$ cat src/common/usart_sync_pkg.sv
// Purpose: Shared constants for the synchronous master transmitter
// Assumes: APB register map, 32-bit words, one register per word
// Notes: Offsets are byte addresses on the APB bus
package usart_sync_pkg;
  // ----------------------------------------------------------------
  // Register offsets
  // ----------------------------------------------------------------
  localparam logic [7:0] OFS_TX_STATUS_CONTROL = 8'h00;
  localparam logic [7:0] OFS_RX_STATUS_CONTROL = 8'h04;
  localparam logic [7:0] OFS_BAUD_DIVISOR = 8'h08;
  localparam logic [7:0] OFS_HOLDING_BUFFER = 8'h0C;
  localparam logic [7:0] OFS_IRQ_FLAGS = 8'h10;
  localparam logic [7:0] OFS_IRQ_ENABLES = 8'h14;
  localparam logic [7:0] OFS_PIN_LEVELS = 8'h18;
  // ----------------------------------------------------------------
  // Field positions
  // ----------------------------------------------------------------
  localparam int TSC_MASTER_BIT = 7;
  localparam int TSC_NINTH_MODE_BIT = 6;
  localparam int TSC_TX_ENABLE_BIT = 5;
  localparam int TSC_SYNC_BIT = 4;
  localparam int TSC_SHIFTER_EMPTY_BIT = 1;
  localparam int TSC_NINTH_VALUE_BIT = 0;
  localparam int RSC_PORT_ENABLE_BIT = 7;
  localparam int RSC_SINGLE_RX_BIT = 5;
  localparam int RSC_CONT_RX_BIT = 4;
  localparam int IRQ_TX_EMPTY_BIT = 1;
  localparam int PIN_CLOCK_BIT = 0;
  localparam int PIN_DATA_BIT = 1;
  // ----------------------------------------------------------------
  // Widths, counts and reset values
  // ----------------------------------------------------------------
  localparam int DATA_WIDTH = 8;
  localparam logic [3:0] BITS_EIGHT = 4'h8;
  localparam logic [3:0] BITS_NINE = 4'h9;
  localparam logic [7:0] DIVISOR_RESET = 8'h00;
  localparam logic [2:0] SYNC_RESET = 3'h0;
  localparam logic [31:0] WORD_ZERO = 32'h0000_0000;
  // ----------------------------------------------------------------
  // Transmitter states
  // ----------------------------------------------------------------
  typedef enum logic [1:0] {
    TX_IDLE = 2'b01,
    TX_SHIFT = 2'b10
  } tx_state_e;
endpackage : usart_sync_pkg

$ cat src/common/brg_if.sv
// Purpose: Link between transmitter control and baud rate generator
// Assumes: Single clock domain
// Notes: tick is a one-cycle enable pulse, high every cycle for a zero divisor
`timescale 1ns/100ps
interface brg_if;
  logic run;
  logic [7:0] divisor;
  logic tick;
  modport ctrl (output run, output divisor, input tick);
  modport gen (input run, input divisor, output tick);
endinterface : brg_if

$ cat src/hw/baud_rate_generator.sv
// Purpose: Baud rate generator producing one tick per divisor+1 cycles
// Assumes: Divisor stable while running
// Notes: Held in reset while run is low
`timescale 1ns/100ps
module baud_rate_generator (
  input wire logic pclk,
  input wire logic presetn,
  brg_if.gen brg
);
  import usart_sync_pkg::*;

  typedef struct packed {
    logic [7:0] cnt;
    logic tick;
  } brg_s;

  brg_s r;
  brg_s next_r;

  always_comb begin
    next_r = r;
    next_r.tick = 1'b0;
    if (!brg.run) begin
      // Reloading while idle gives a full first period
      next_r.cnt = brg.divisor;
    end else if (r.cnt == 8'h00) begin
      next_r.cnt = brg.divisor;
      next_r.tick = 1'b1;
    end else begin
      next_r.cnt = r.cnt - 8'h01;
    end
  end

  always_ff @(posedge pclk or negedge presetn) begin
    if (!presetn) begin
      r <= '0;
    end else begin
      r <= next_r;
    end
  end

  assign brg.tick = r.tick;
endmodule : baud_rate_generator

$ cat src/hw/usart_sync_master_transmitter.sv
// Purpose: Synchronous master transmit path with APB registers
// Assumes: Receive shift logic lives elsewhere and reports word done
// Notes: Zero-wait APB slave, read data registered in setup phase
`timescale 1ns/100ps

// Behaviour
// - Link is half-duplex; receive enable freezes transmission.
// - Sync mode bit 4 of transmit control selects clocked mode.
// - Port enable bit 7 of receive control hands pins to the port.
// - Master bit 7 of transmit control makes device drive clock.
// - Shifter loads only after last bit, at once from buffer.
// - Buffer move takes one cycle, without waiting for a baud tick; empty flag sets.
// - Empty flag sets only when an enabled shifter loads; only a buffer write clears.
// - Read-only shifter-empty flag, bit 1, polled by software.
// - Transmit enable bit 5 starts; nothing shifts until buffer loaded.
// - Bit goes out on clock rise, stable around clock fall.
// - Baud generator reset while all enables clear; runs on enable.
// - Write with empty shifter passes straight through; back to back.
// - Clearing transmit enable aborts, resets, releases data pin; clock pin too unless receive enabled.
// - Receive enable freezes, releases data pin, clock stays driven.
// - After single word received, clear it and resume driving data.
// - Ninth bit mode sends ninth value latched at shifter load.
// - Shift register is not software visible.
// - Clearing port enable or transmit enable resets transmit logic.
module usart_sync_master_transmitter (
  input wire logic pclk,
  input wire logic presetn,
  input wire logic [7:0] paddr,
  input wire logic psel,
  input wire logic penable,
  input wire logic pwrite,
  input wire logic [31:0] pwdata,
  output logic [31:0] prdata,
  output logic pready,
  output logic pslverr,
  input wire logic single_word_received,
  output logic receive_mode,
  input wire logic shift_timing_pin_in,
  output logic shift_timing_pin_out,
  output logic shift_timing_pin_oe,
  input wire logic serial_data_pin_in,
  output logic serial_data_pin_out,
  output logic serial_data_pin_oe
);
  import usart_sync_pkg::*;

  // ----------------------------------------------------------------
  // State
  // ----------------------------------------------------------------
  typedef struct packed {
    logic master_source_select;
    logic ninth_bit_mode_select;
    logic transmit_enable;
    logic sync_mode;
    logic ninth_bit_value;
    logic serial_port_enable;
    logic single_receive_enable;
    logic continuous_receive_enable;
    logic transmit_buffer_irq_enable;
    logic [7:0] baud_divisor_register;
    logic [7:0] transmit_holding_buffer;
    logic holding_full;
    logic [8:0] transmit_shift_register;
    logic [3:0] bits_left;
    tx_state_e state;
    logic shift_clock;
    logic data_out;
    logic clock_oe;
    logic data_oe;
    logic [31:0] read_data;
    logic [2:0] clock_sync;
    logic [2:0] data_sync;
    logic clock_level;
    logic data_level;
  } core_s;

  core_s r;
  core_s next_r;
  brg_if brg ();

  logic apb_write;
  logic apb_setup_read;
  logic tx_on;
  logic rx_on;
  logic load;
  logic tick;

  // ----------------------------------------------------------------
  // Address decode
  // ----------------------------------------------------------------
  function automatic logic mapped(input logic [7:0] a);
    mapped = (a == OFS_TX_STATUS_CONTROL) || (a == OFS_RX_STATUS_CONTROL) ||
             (a == OFS_BAUD_DIVISOR) || (a == OFS_HOLDING_BUFFER) ||
             (a == OFS_IRQ_FLAGS) || (a == OFS_IRQ_ENABLES) ||
             (a == OFS_PIN_LEVELS);
  endfunction : mapped

  function automatic logic [31:0] read_word(input core_s s,
                                            input logic [7:0] a);
    logic [31:0] w;
    w = WORD_ZERO;
    unique case (a)
      OFS_TX_STATUS_CONTROL: begin
        w[TSC_MASTER_BIT] = s.master_source_select;
        w[TSC_NINTH_MODE_BIT] = s.ninth_bit_mode_select;
        w[TSC_TX_ENABLE_BIT] = s.transmit_enable;
        w[TSC_SYNC_BIT] = s.sync_mode;
        w[TSC_SHIFTER_EMPTY_BIT] = (s.state == TX_IDLE);
        w[TSC_NINTH_VALUE_BIT] = s.ninth_bit_value;
      end
      OFS_RX_STATUS_CONTROL: begin
        w[RSC_PORT_ENABLE_BIT] = s.serial_port_enable;
        w[RSC_SINGLE_RX_BIT] = s.single_receive_enable;
        w[RSC_CONT_RX_BIT] = s.continuous_receive_enable;
      end
      OFS_BAUD_DIVISOR: w[7:0] = s.baud_divisor_register;
      // Shift register has no address; only the buffer reads back
      OFS_HOLDING_BUFFER: w[7:0] = s.transmit_holding_buffer;
      OFS_IRQ_FLAGS: w[IRQ_TX_EMPTY_BIT] = !s.holding_full;
      OFS_IRQ_ENABLES: w[IRQ_TX_EMPTY_BIT] = s.transmit_buffer_irq_enable;
      OFS_PIN_LEVELS: begin
        w[PIN_CLOCK_BIT] = s.clock_level;
        w[PIN_DATA_BIT] = s.data_level;
      end
      default: w = WORD_ZERO;
    endcase
    return w;
  endfunction : read_word

  // ----------------------------------------------------------------
  // Next state
  // ----------------------------------------------------------------
  assign apb_write = psel && penable && pwrite && mapped(paddr);
  assign apb_setup_read = psel && !penable && !pwrite;
  assign tx_on = r.serial_port_enable && r.sync_mode &&
                 r.master_source_select && r.transmit_enable;
  assign rx_on = r.single_receive_enable || r.continuous_receive_enable;
  assign tick = brg.tick;
  // Buffer moves into an empty shifter in one cycle
  assign load = tx_on && !rx_on && (r.state == TX_IDLE) &&
                r.holding_full;

  always_comb begin
    next_r = r;
    // Pin inputs: act only when second and third stage agree
    next_r.clock_sync = {r.clock_sync[1:0], shift_timing_pin_in};
    next_r.data_sync = {r.data_sync[1:0], serial_data_pin_in};
    if (r.clock_sync[1] == r.clock_sync[2]) begin
      next_r.clock_level = r.clock_sync[2];
    end
    if (r.data_sync[1] == r.data_sync[2]) begin
      next_r.data_level = r.data_sync[2];
    end
    if (apb_setup_read) begin
      next_r.read_data = read_word(r, paddr);
    end
    // Hardware clear first so a software write in the same cycle rules
    if (single_word_received && r.single_receive_enable) begin
      next_r.single_receive_enable = 1'b0;
    end
    // ----------------------------------------------------------------
    // Transmitter
    // ----------------------------------------------------------------
    unique case (r.state)
      TX_IDLE: begin
        if (load) begin
          next_r.transmit_shift_register = {r.ninth_bit_value,
                                            r.transmit_holding_buffer};
          next_r.bits_left = r.ninth_bit_mode_select ? BITS_NINE :
                             BITS_EIGHT;
          next_r.state = TX_SHIFT;
        end
      end
      TX_SHIFT: begin
        // Receive owns the line: freeze without losing the word
        if (tick && !rx_on) begin
          if (!r.shift_clock) begin
            next_r.shift_clock = 1'b1;
            next_r.data_out = r.transmit_shift_register[0];
            next_r.transmit_shift_register = {1'b0,
              r.transmit_shift_register[8:1]};
            next_r.bits_left = r.bits_left - 4'h1;
          end else begin
            next_r.shift_clock = 1'b0;
            if (r.bits_left == 4'h0) begin
              next_r.state = TX_IDLE;
            end
          end
        end
      end
      default: next_r.state = TX_IDLE;
    endcase
    // Holding buffer stays intact; only shifting logic is cleared
    if (!r.serial_port_enable || !r.transmit_enable) begin
      next_r.state = TX_IDLE;
      next_r.shift_clock = 1'b0;
      next_r.bits_left = 4'h0;
    end
    // New data wins over the load that empties the buffer
    next_r.holding_full = (r.holding_full && !load);
    if (apb_write) begin
      unique case (paddr)
        OFS_TX_STATUS_CONTROL: begin
          next_r.master_source_select = pwdata[TSC_MASTER_BIT];
          next_r.ninth_bit_mode_select = pwdata[TSC_NINTH_MODE_BIT];
          next_r.transmit_enable = pwdata[TSC_TX_ENABLE_BIT];
          next_r.sync_mode = pwdata[TSC_SYNC_BIT];
          next_r.ninth_bit_value = pwdata[TSC_NINTH_VALUE_BIT];
        end
        OFS_RX_STATUS_CONTROL: begin
          next_r.serial_port_enable = pwdata[RSC_PORT_ENABLE_BIT];
          next_r.single_receive_enable = pwdata[RSC_SINGLE_RX_BIT];
          next_r.continuous_receive_enable = pwdata[RSC_CONT_RX_BIT];
        end
        OFS_BAUD_DIVISOR: next_r.baud_divisor_register = pwdata[7:0];
        OFS_HOLDING_BUFFER: begin
          next_r.transmit_holding_buffer = pwdata[7:0];
          next_r.holding_full = 1'b1;
        end
        OFS_IRQ_ENABLES: begin
          next_r.transmit_buffer_irq_enable = pwdata[IRQ_TX_EMPTY_BIT];
        end
        default: next_r.holding_full = next_r.holding_full;
      endcase
    end
    // ----------------------------------------------------------------
    // Pin ownership
    // ----------------------------------------------------------------
    next_r.clock_oe = r.serial_port_enable && r.sync_mode &&
                      r.master_source_select &&
                      (r.transmit_enable || rx_on);
    next_r.data_oe = tx_on && !rx_on;
  end

  always_ff @(posedge pclk or negedge presetn) begin
    if (!presetn) begin
      r <= '{state: TX_IDLE, baud_divisor_register: DIVISOR_RESET,
             clock_sync: SYNC_RESET, data_sync: SYNC_RESET,
             read_data: WORD_ZERO, transmit_shift_register: 9'h000,
             transmit_holding_buffer: 8'h00, bits_left: 4'h0,
             default: 1'b0};
    end else begin
      r <= next_r;
    end
  end

  // ----------------------------------------------------------------
  // Baud rate generator
  // ----------------------------------------------------------------
  // Held in reset until the port and some direction are enabled
  assign brg.run = r.serial_port_enable &&
                   (r.transmit_enable || rx_on);
  assign brg.divisor = r.baud_divisor_register;

  baud_rate_generator u_brg (
    .pclk(pclk),
    .presetn(presetn),
    .brg(brg)
  );

  // ----------------------------------------------------------------
  // Outputs
  // ----------------------------------------------------------------
  assign prdata = r.read_data;
  assign pready = 1'b1;
  assign pslverr = psel && penable && !mapped(paddr);
  assign receive_mode = r.serial_port_enable && rx_on;
  assign shift_timing_pin_out = r.shift_clock;
  assign shift_timing_pin_oe = r.clock_oe;
  assign serial_data_pin_out = r.data_out;
  assign serial_data_pin_oe = r.data_oe;
endmodule : usart_sync_master_transmitter

$ cat config.mk
export PLATFORM = sky130hd
export DESIGN_NAME = usart_sync_master_transmitter
export DESIGN_NICKNAME = d
export VERILOG_FILES = /design/src/common/usart_sync_pkg.sv /design/src/common/brg_if.sv /design/src/hw/baud_rate_generator.sv /design/src/hw/usart_sync_master_transmitter.sv
export SDC_FILE = /design/constraint.sdc
export NUM_CORES = 1
export LEC_CHECK = 0
export ABC_AREA = 1
export ABC_CLOCK_PERIOD_IN_PS = 2200
export BUFFER_PORTS_ARGS = -buffer_cell sky130_fd_sc_hd__buf_2
export CAP_MARGIN = 20
export CORE_MARGIN = 1.5
export CORE_UTILIZATION = 50
export CTS_BUF_LIST = sky130_fd_sc_hd__clkbuf_4 sky130_fd_sc_hd__clkbuf_8
export DETAILED_ROUTE_END_ITERATION = 8
export HOLD_SLACK_MARGIN = 0.12
export PLACE_DENSITY = 0.75
export SETUP_SLACK_MARGIN = 0.4
export SYNTH_ARGS = -nofsm -noshare
export SYNTH_HDL_FRONTEND = slang
export SYNTH_HIERARCHICAL = 1
export SYNTH_SLANG_ARGS = --single-unit
export TNS_END_PERCENT = 30
$ cat constraint.sdc
create_clock -name pclk -period 2.2 [get_ports pclk]
set_input_delay 0.22 -clock pclk [delete_from_list [all_inputs] [get_ports pclk]]
set_output_delay 0.22 -clock pclk [all_outputs]
set_load 0.1 [all_outputs]
==> reports/metrics.json, run 1 <==
{
  "floorplanning": {
    "io-pin-count": 87,
    "die_height_um": 90.3,
    "start_util_pct": 52.2,
    "num_rows": 31,
    "core-area_um2": 7290,
    "total_die_area_um2": 8150,
    "die_width_um": 90.3
  },
  "clock_network": {
    "ctsHtreeMaxLevel": 3,
    "clock_tree.root_cell": "sky130_fd_sc_hd__clkbuf_8",
    "worstSkewPairLatency_ns": 0.35,
    "clk_pin_slew_worst_paths_ns": 0.07,
    "clkSinkCount": 70,
    "cts-root-to-sink-buffers": 2,
    "cts_inserted_buffers": 9,
    "clock_tree_from_tritoncts": "done"
  },
  "yosys": {
    "syn-mean-instance-area_um2": 8.42,
    "post_synth_inst_count": 452,
    "ys.warnings.count": 6,
    "syn_area_um2": 3810,
    "ys_seq_area_share_pct": 46.1,
    "ys_seq_elements": 70,
    "ys_types": 37
  },
  "finish": {
    "commonest_cells_after_routing_fill_and_taps_aside": "sky130_fd_sc_hd__nand2_1, sky130_fd_sc_hd__dfrtp_1, sky130_fd_sc_hd__inv_1, sky130_fd_sc_hd__buf_2",
    "final-instance-count-excl-fill": 596,
    "layout-area-overhead-vs-synth_pct": 9.76,
    "post_route_cells_drive_above_1_share_pct": 22.3,
    "antenna_cells_inserted": 0,
    "finish.net_count": 543,
    "commonest_non_fill_non_tap_cell_in_the_layout": "sky130_fd_sc_hd__nand2_1"
  },
  "worst_setup_path": {
    "critPathKind": "reg2reg",
    "crit-reg2reg-capture": "u_brg/r[3]",
    "cp-start-kind": "flip-flop",
    "critical-path-top-cell-by-count": "sky130_fd_sc_hd__inv_1",
    "cp.arrival_ns": 1.95,
    "cp_data_required_time_ns": 2.43,
    "worst_path_largest_cell_delay_ns": 0.38,
    "crit_start": "r[77]",
    "capturing_element_of_the_worst_setup_path": "u_brg/r[3]",
    "critical_path_depth": 10,
    "worst_r2r_startpoint": "r[77]",
    "r2r_setup_slack_ns": 0.48,
    "critical_path.n_buffers_inverters": 5,
    "worstRegToRegCells": 10,
    "worst_setup_path_end_kind": "flip-flop",
    "critical_path_peak_fanout": 6,
    "cp_delay_by_family_top": "buffers and inverters",
    "crit_slowest_cell": "sky130_fd_sc_hd__dfrtp_1",
    "path_cells": "inv_1, nand2_2, inv_1, o21ai_0, buf_4, inv_1, nor2_2, nand2_1, o21ai_1, inv_1"
  },
  "sta": {
    "final_max_slew_viol_count": 0,
    "timing.clock.skew_ns": 0.0126,
    "hold_slack_ns": 0.140,
    "layout_setup_ws_ns": 0.482,
    "max_freq_ghz": 0.582,
    "finalSetupViolCount": 0,
    "tns_ns": 0,
    "hold_viol": 0,
    "maxSlewHeadroom_pct": 61.5,
    "tightestPinTransition_ns": 0.577,
    "min_period_ns": 1.72,
    "period_share_pct": 78.1,
    "grt_setup_unrepaired": "yes"
  },
  "power": {
    "design_power_total_uw": 2700,
    "static-leakage-power_uw": 0.00208,
    "ir_drop_uv": 306,
    "p_per_area_nw_per_um2": 646
  },
  "routing": {
    "route.vias.total": 2955,
    "route.detailed.wl_per_inst_um": 12.9,
    "antenna_violating_nets_post_route": 0,
    "avg_vias_per_cell": 4.96,
    "drt_wl_total_um": 7700,
    "detailedRoute.firstPassIterationCount": 4,
    "drt_iter0_markers": 217,
    "detail_route.drc_violations": 0
  },
  "status": {
    "status": "completed"
  },
  "global_routing": {
    "globalRouteTotalUtil_pct": 21.1,
    "globalRoute.totalOverflow": 0,
    "grt_first_pass_wirelength_um": 13400,
    "via_count_of_the_first_global_routing_pass": 2831,
    "grt_antenna_before_repair": 0,
    "maximum_number_of_pins_on_one_net_before_global_route_repair": 27
  },
  "hold_path": {
    "hold_path_class": "in2reg"
  },
  "place": {
    "place_worst_setup_slack_ns": 0.538,
    "port_buffers": 37,
    "placed_cells": 577,
    "globalplace.congestion": 0.868,
    "hpwl_um": 5810
  },
  "job": {
    "cap_viol_max_count": 0
  }
}
what timing repair did:
item                       CTS  global route
hold endpoints to repair    21             0
buffers inserted             0             0
setup endpoints to repair    0             3
resized for setup            0             1
hold buffers                 3             0
cells in the mapped netlist, drive strengths merged:
cell,count,area share (%)
dfrtp,69,45
and3,1,0.16
nand2,123,14
o21ai,53,8.5
clkinv,1,0.099
nor4,1,0.16
and2,1,0.16
buf,38,7.8
inv,53,5.3
nor2,39,4.6
clkbuf,1,0.099
maj3,2,0.53
nor3,4,1.2
o21bai,1,0.20
ha,3,0.99
xnor2,4,0.92
nand3b,1,0.20
nand3,37,6.2
dfstp,1,0.69
conb,2,0.20
a21oi,9,1.2
nand4,8,1.3
power by group:
group / switching (µW) / internal [µW] / total [µW] / leakage [µW]
Clock: 455 / 539 / 994 / 0.000104
Combinational: 342 / 48.3 / 391 / 0.00103
Sequential: 9.83 / 1300 / 1310 / 0.000945
how the worst min path moves through the flow:
stage	start	endpoint	slack (ns)	depth (start not counted)
2_1_floorplan	presetn	brg.divisor[0]	-0.08	0
6_report	single_word_received	r[78]	0.14	4
4_1_cts	single_word_received	r[78]	0.13	4
3_5_place_dp	presetn	prdata[0]	0.25	1
3_3_place_gp	presetn	prdata[0]	0.25	1
5_1_grt	pwdata[2]	brg.divisor[2]	0.16	3
flip-flops by register name, indices dropped and copies added (netlist names):
signal,cells
serial_data_pin_oe,1
shift_timing_pin_oe,1
next_r,4
brg.divisor,8
r,37
serial_data_pin_out,1
prdata,8
u_brg/brg.tick,1
shift_timing_pin_out,1
u_brg/r,8
per-stage QoR:
stage | utilization [%] | area, µm²
6_report | 57.3 | 4180
5_1_grt | 57.3 | 4180
4_1_cts | 57.3 | 4180
3_5_place_dp | 54.2 | 3950
3_3_place_gp | 54.2 | 3950
2_1_floorplan | - | 3890
worst min-delay path, delay by kind of cell:
family / cells / cell delay (ns)
buf+inv: 1 / 0.08
compound gates: 1 / 0.06
simple gates: 2 / 0.08
layer usage:
| layer | share of wire [%] | wire length, µm | global-route usage (%) | vias to the layer above |
|---|---|---|---|---|
| li1 | - | - | - | 1460 |
| met1 | 47 | 3590 | 28.4 | 1383 |
| met2 | 45 | 3480 | 32.4 | 97 |
| met3 | 6.1 | 471 | 4.97 | 15 |
| met4 | 2.1 | 162 | 9.39 | 0 |
| met5 | 0 | 0 | 0 | - |
cell families after synthesis:
group           Yosys count  synth area share (%)
simple gates            215                  28.1
buf+inv                  93                  13.3
flops                    70                  46.1
compound gates           63                  9.93
fa+ha+maj                 5                  1.51
xor+xnor                  4                 0.920
other cells               2                 0.197
final cells by class:
class | instances | area (µm²)
Tap cell | 99 | 124
Sequential cell | 70 | 1750
Inverter | 54 | 205
Multi-Input combinational cell | 312 | 1640
Fill cell | 690 | 3110
Clock buffer | 15 | 188
Timing Repair Buffer | 45 | 268
Clock inverter | 1 | 5.00
Power figures use the tool's default switching activity.
==> run 2, diff against run 1 <==
--- a/config.mk
+++ b/config.mk
@@ -5,8 +5,8 @@
 export SDC_FILE = /design/constraint.sdc
 export NUM_CORES = 1
 export LEC_CHECK = 0
-export ABC_AREA = 1
-export ABC_CLOCK_PERIOD_IN_PS = 2200
+export ABC_AREA = 0
+export ABC_CLOCK_PERIOD_IN_PS = 1490
 export BUFFER_PORTS_ARGS = -buffer_cell sky130_fd_sc_hd__buf_2
 export CAP_MARGIN = 20
 export CORE_MARGIN = 1.5
@@ -14,7 +14,7 @@
 export CTS_BUF_LIST = sky130_fd_sc_hd__clkbuf_4 sky130_fd_sc_hd__clkbuf_8
 export DETAILED_ROUTE_END_ITERATION = 8
 export HOLD_SLACK_MARGIN = 0.12
-export PLACE_DENSITY = 0.75
+export PLACE_DENSITY = 0.79
 export SETUP_SLACK_MARGIN = 0.4
 export SYNTH_ARGS = -nofsm -noshare
 export SYNTH_HDL_FRONTEND = slang
==> constraint.sdc (replaced) <==
create_clock -name pclk -period 1.49 [get_ports pclk]
set_input_delay 0.149 -clock pclk [delete_from_list [all_inputs] [get_ports pclk]]
set_output_delay 0.149 -clock pclk [all_outputs]
set_load 0.1 [all_outputs]
==> run 2 against run 1 <==
  * The run now ends with negative setup slack left
  * Worst setup slack lost 0.82 ns
  * Final cell count fell by 18%
  * Register-to-register slack got worse by 0.82 ns
  * Largest power group unchanged
  * Non-clock buffer count increased by 43
  * First-iteration DRC count is 47% higher
  * Critical endpoint is now r[46]
  * Final area increased by 15%
  * Combinational power is 45% higher
  * Worst hold slack lost 0.011 ns
  * Die area decreased by 7.7%
  * Sequential cell count stayed put
==> reports/metrics.json, run 2 <==
{
  "yosys": {
    "synth-edff-count": 0,
    "ys.warnings.count": 6,
    "share_of_synthesized_flip_flops_with_an_asynchronous_set_or_reset_pct": 100,
    "ys_seq_area_share_pct": 50.0,
    "ys_seq_elements": 70,
    "synth_most_common_cell": "sky130_fd_sc_hd__dfrtp_1",
    "yosysTopAreaCellShare_pct": 49.3,
    "ys_types": 55,
    "syn-mean-instance-area_um2": 11.3,
    "dominantRegCellSynth": "sky130_fd_sc_hd__dfrtp_1",
    "post_synth_inst_count": 311,
    "post_synth_most_frequent_cells": "sky130_fd_sc_hd__dfrtp_1, sky130_fd_sc_hd__buf_4, sky130_fd_sc_hd__nand2_1, sky130_fd_sc_hd__mux2_2, sky130_fd_sc_hd__o21ai_0",
    "top_cells_by_area_synth": "sky130_fd_sc_hd__dfrtp_1, sky130_fd_sc_hd__mux2_2, sky130_fd_sc_hd__buf_4",
    "syn_area_um2": 3500,
    "post-synth-top-area-cell": "sky130_fd_sc_hd__dfrtp_1"
  },
  "hold_path": {
    "hold_path_class": "in2reg",
    "min-delay-start": "psel",
    "hold_path_depth": 3,
    "hold_path_end": "prdata[1]"
  },
  "global_routing": {
    "maximum_number_of_pins_on_one_net_before_global_route_repair": 71,
    "globalRoute.totalOverflow": 0,
    "grt_first_pass_wirelength_um": 13800,
    "globalRouteTotalUtil_pct": 24.4,
    "via_count_of_the_first_global_routing_pass": 2792,
    "grt_antenna_before_repair": 0
  },
  "sta": {
    "layout_setup_ws_ns": -0.340,
    "final_max_slew_viol_count": 0,
    "finalSetupViolCount": 27,
    "timing.clock.skew_ns": 0.0116,
    "period_share_pct": 123,
    "grt_setup_unrepaired": "yes",
    "max_freq_ghz": 0.546,
    "min_period_ns": 1.83,
    "hold_viol": 0,
    "tns_ns": -5.02
  },
  "power": {
    "static-leakage-power_uw": 0.00228,
    "combinationalPowerShare_pct": 13.9,
    "part_of_the_total_power_dissipated_in_sequential_elements_pct": 47.5,
    "power.internal_uw": 2890,
    "power.share.switching_pct": 29.5,
    "ir_drop_uv": 607,
    "p_per_area_nw_per_um2": 852,
    "clock_power_share_pct": 38.6,
    "netSwitchingPower_uw": 1210
  },
  "finish": {
    "antenna_cells_inserted": 0,
    "register_cell_area_after_layout_um2": 1750,
    "largest_register_ffs": 37,
    "layout-area-overhead-vs-synth_pct": 37.2,
    "multi_input_comb_area_um2": 1810,
    "post_route_cells_drive_above_1_share_pct": 45.5,
    "finish.net_count": 439,
    "commonest_non_fill_non_tap_cell_in_the_layout": "sky130_fd_sc_hd__dfrtp_1",
    "commonest_cells_after_routing_fill_and_taps_aside": "sky130_fd_sc_hd__dfrtp_1, sky130_fd_sc_hd__conb_1, sky130_fd_sc_hd__mux2_4, sky130_fd_sc_hd__buf_4, sky130_fd_sc_hd__buf_2",
    "register_ranked_first_by_flip_flop_count": "r",
    "nFillCells": 442,
    "final_core_utilization_pct": 70.8
  },
  "worst_setup_path": {
    "worstRegToRegCells": 4,
    "worst_setup_path_end_kind": "flip-flop",
    "cp_delay_by_family_top": "simple AND/OR/NAND/NOR gates",
    "cp.arrival_ns": 2.04,
    "worst_path_largest_cell_delay_ns": 0.42,
    "worst_r2r_startpoint": "r[77]",
    "cp-start-kind": "flip-flop",
    "r2r_setup_slack_ns": -0.34,
    "cp_data_required_time_ns": 1.70,
    "crit_slowest_cell": "sky130_fd_sc_hd__or3_4",
    "critical_path.n_buffers_inverters": 0,
    "critPathKind": "reg2reg",
    "crit-reg2reg-capture": "r[46]",
    "path_cells": "or3b_4, or3_4, a222oi_1, nor3_1",
    "critical_path_peak_fanout": 5
  },
  "job": {
    "cap_viol_max_count": 0
  },
  "clock_network": {
    "worstSkewPairLatency_ns": 0.35,
    "ctsHtreeMaxLevel": 3,
    "clkSinkCount": 70,
    "cts-root-to-sink-buffers": 2,
    "clk_pin_slew_worst_paths_ns": 0.07,
    "clock_tree_from_tritoncts": "done",
    "clock_tree.root_cell": "sky130_fd_sc_hd__clkbuf_8",
    "cts_inserted_buffers": 9
  },
  "floorplanning": {
    "total_die_area_um2": 7520,
    "start_util_pct": 51.6,
    "io-pin-count": 87,
    "die_height_um": 86.7,
    "core-area_um2": 6790,
    "num_rows": 30,
    "die_width_um": 86.7
  },
  "routing": {
    "avg_vias_per_cell": 5.56,
    "drt_wl_total_um": 8490,
    "antenna_violating_nets_post_route": 0,
    "route.detailed.wl_per_inst_um": 17.4,
    "route.vias.total": 2720,
    "detail_route.drc_violations": 0,
    "drt_iter0_markers": 320,
    "detailedRoute.firstPassIterationCount": 4
  },
  "status": {
    "failed_checks": "negative setup slack",
    "status": "finished with violations"
  },
  "place": {
    "port_buffers": 37,
    "globalplace.congestion": 0.898,
    "hpwl_um": 5300
  }
}
[run 2: changes by cell type after synthesis, moves of 8 or more]
cell and delta:
sky130_fd_sc_hd__nand2_1 -78, sky130_fd_sc_hd__inv_1 -46, sky130_fd_sc_hd__mux2_2 +26, sky130_fd_sc_hd__nand3_1 -24, sky130_fd_sc_hd__nor2_1 -17, sky130_fd_sc_hd__o21ai_2 -15, sky130_fd_sc_hd__o21ai_0 -11, sky130_fd_sc_hd__nand2_2 -10
sky130_fd_sc_hd__a22o_1 +8, sky130_fd_sc_hd__mux2_1 +8, sky130_fd_sc_hd__nor2_2 -8
[run 2: worst reg2reg max path: cells and delay by family (launching register included)]
kind	cells	cell delay, ns
AO/OA/AOI/OAI	1	0.36
flip-flops	1	0.41
AND/OR/NAND/NOR	3	0.93
[run 2: through the flow]
| step | cells | worst slack (ns) | total power, µW | cell area [µm²] | hold slack [ns] |
|---|---|---|---|---|---|
| after floorplan | 334 | -0.399 | 2410 | 3610 | -0.147 |
| after global placement | 456 | -0.340 | 2480 | 3920 | 0.200 |
| after detailed placement | 456 | -0.366 | 2490 | 3920 | 0.201 |
| after CTS | 489 | -0.259 | 4090 | 4680 | 0.138 |
| after global routing | 489 | -0.361 | 4240 | 4810 | 0.128 |
| final | 489 | -0.340 | 4100 | 4810 | 0.129 |
[run 2: worst max path at each step]
stage,endpoint,startpoint,cells past startpoint
CTS,r[54],r[77],4
finish,r[46],r[77],4
global placement,r[50],r[77],4
floorplan,r[50],r[77],6
global route,r[46],r[77],7
detailed placement,r[54],r[77],4
[run 2: power groups by stage]
stage	Combinational, µW	Sequential [µW]	Clock, µW
CTS	550	1950	1600
global route	602	1950	1690
detailed placement	503	1980	0
finish	567	1950	1580
floorplan	431	1980	0
global placement	497	1980	0
[run 2: repair_timing]
item / CTS / global route
pin swaps: 18 / 17
hold buffers: 11 / 0
endpoints found under the setup margin: 75 / 74
resized for setup: 117 / 31
cloned: 2 / 0
endpoints found under the hold margin: 95 / 0
buffers inserted: 4 / 0
[run 2: layout make-up]
| type | count | share of cell area [%] |
|---|---|---|
| clock buffer | 10 | 2.86 |
| clock inverter | 6 | 1.43 |
| inverter | 5 | 0.390 |
| multi-input combinational | 214 | 37.6 |
| sequential | 70 | 36.5 |
| tap | 96 | 2.50 |
| timing repair buffer | 88 | 18.7 |
[run 2: cells by family after synthesis]
family	share of synthesized area, %
and+or+nand+nor	13.0
adders and majority gates	1.64
muxes	14.3
DFF	50.0
other	0.214
buffers and inverters	9.53
xor gates and xnor gates	1.25
AOI/OAI and AO/OA	10.1
[run 2: routing by layer]
metal,vias to the layer above,share of wire [%],GRT usage (%)
met2,116,52,40.6
li1,1209,-,-
met4,0,2.0,10.4
met5,-,0,0
met3,18,4.9,5.62
met1,1377,41,30.5
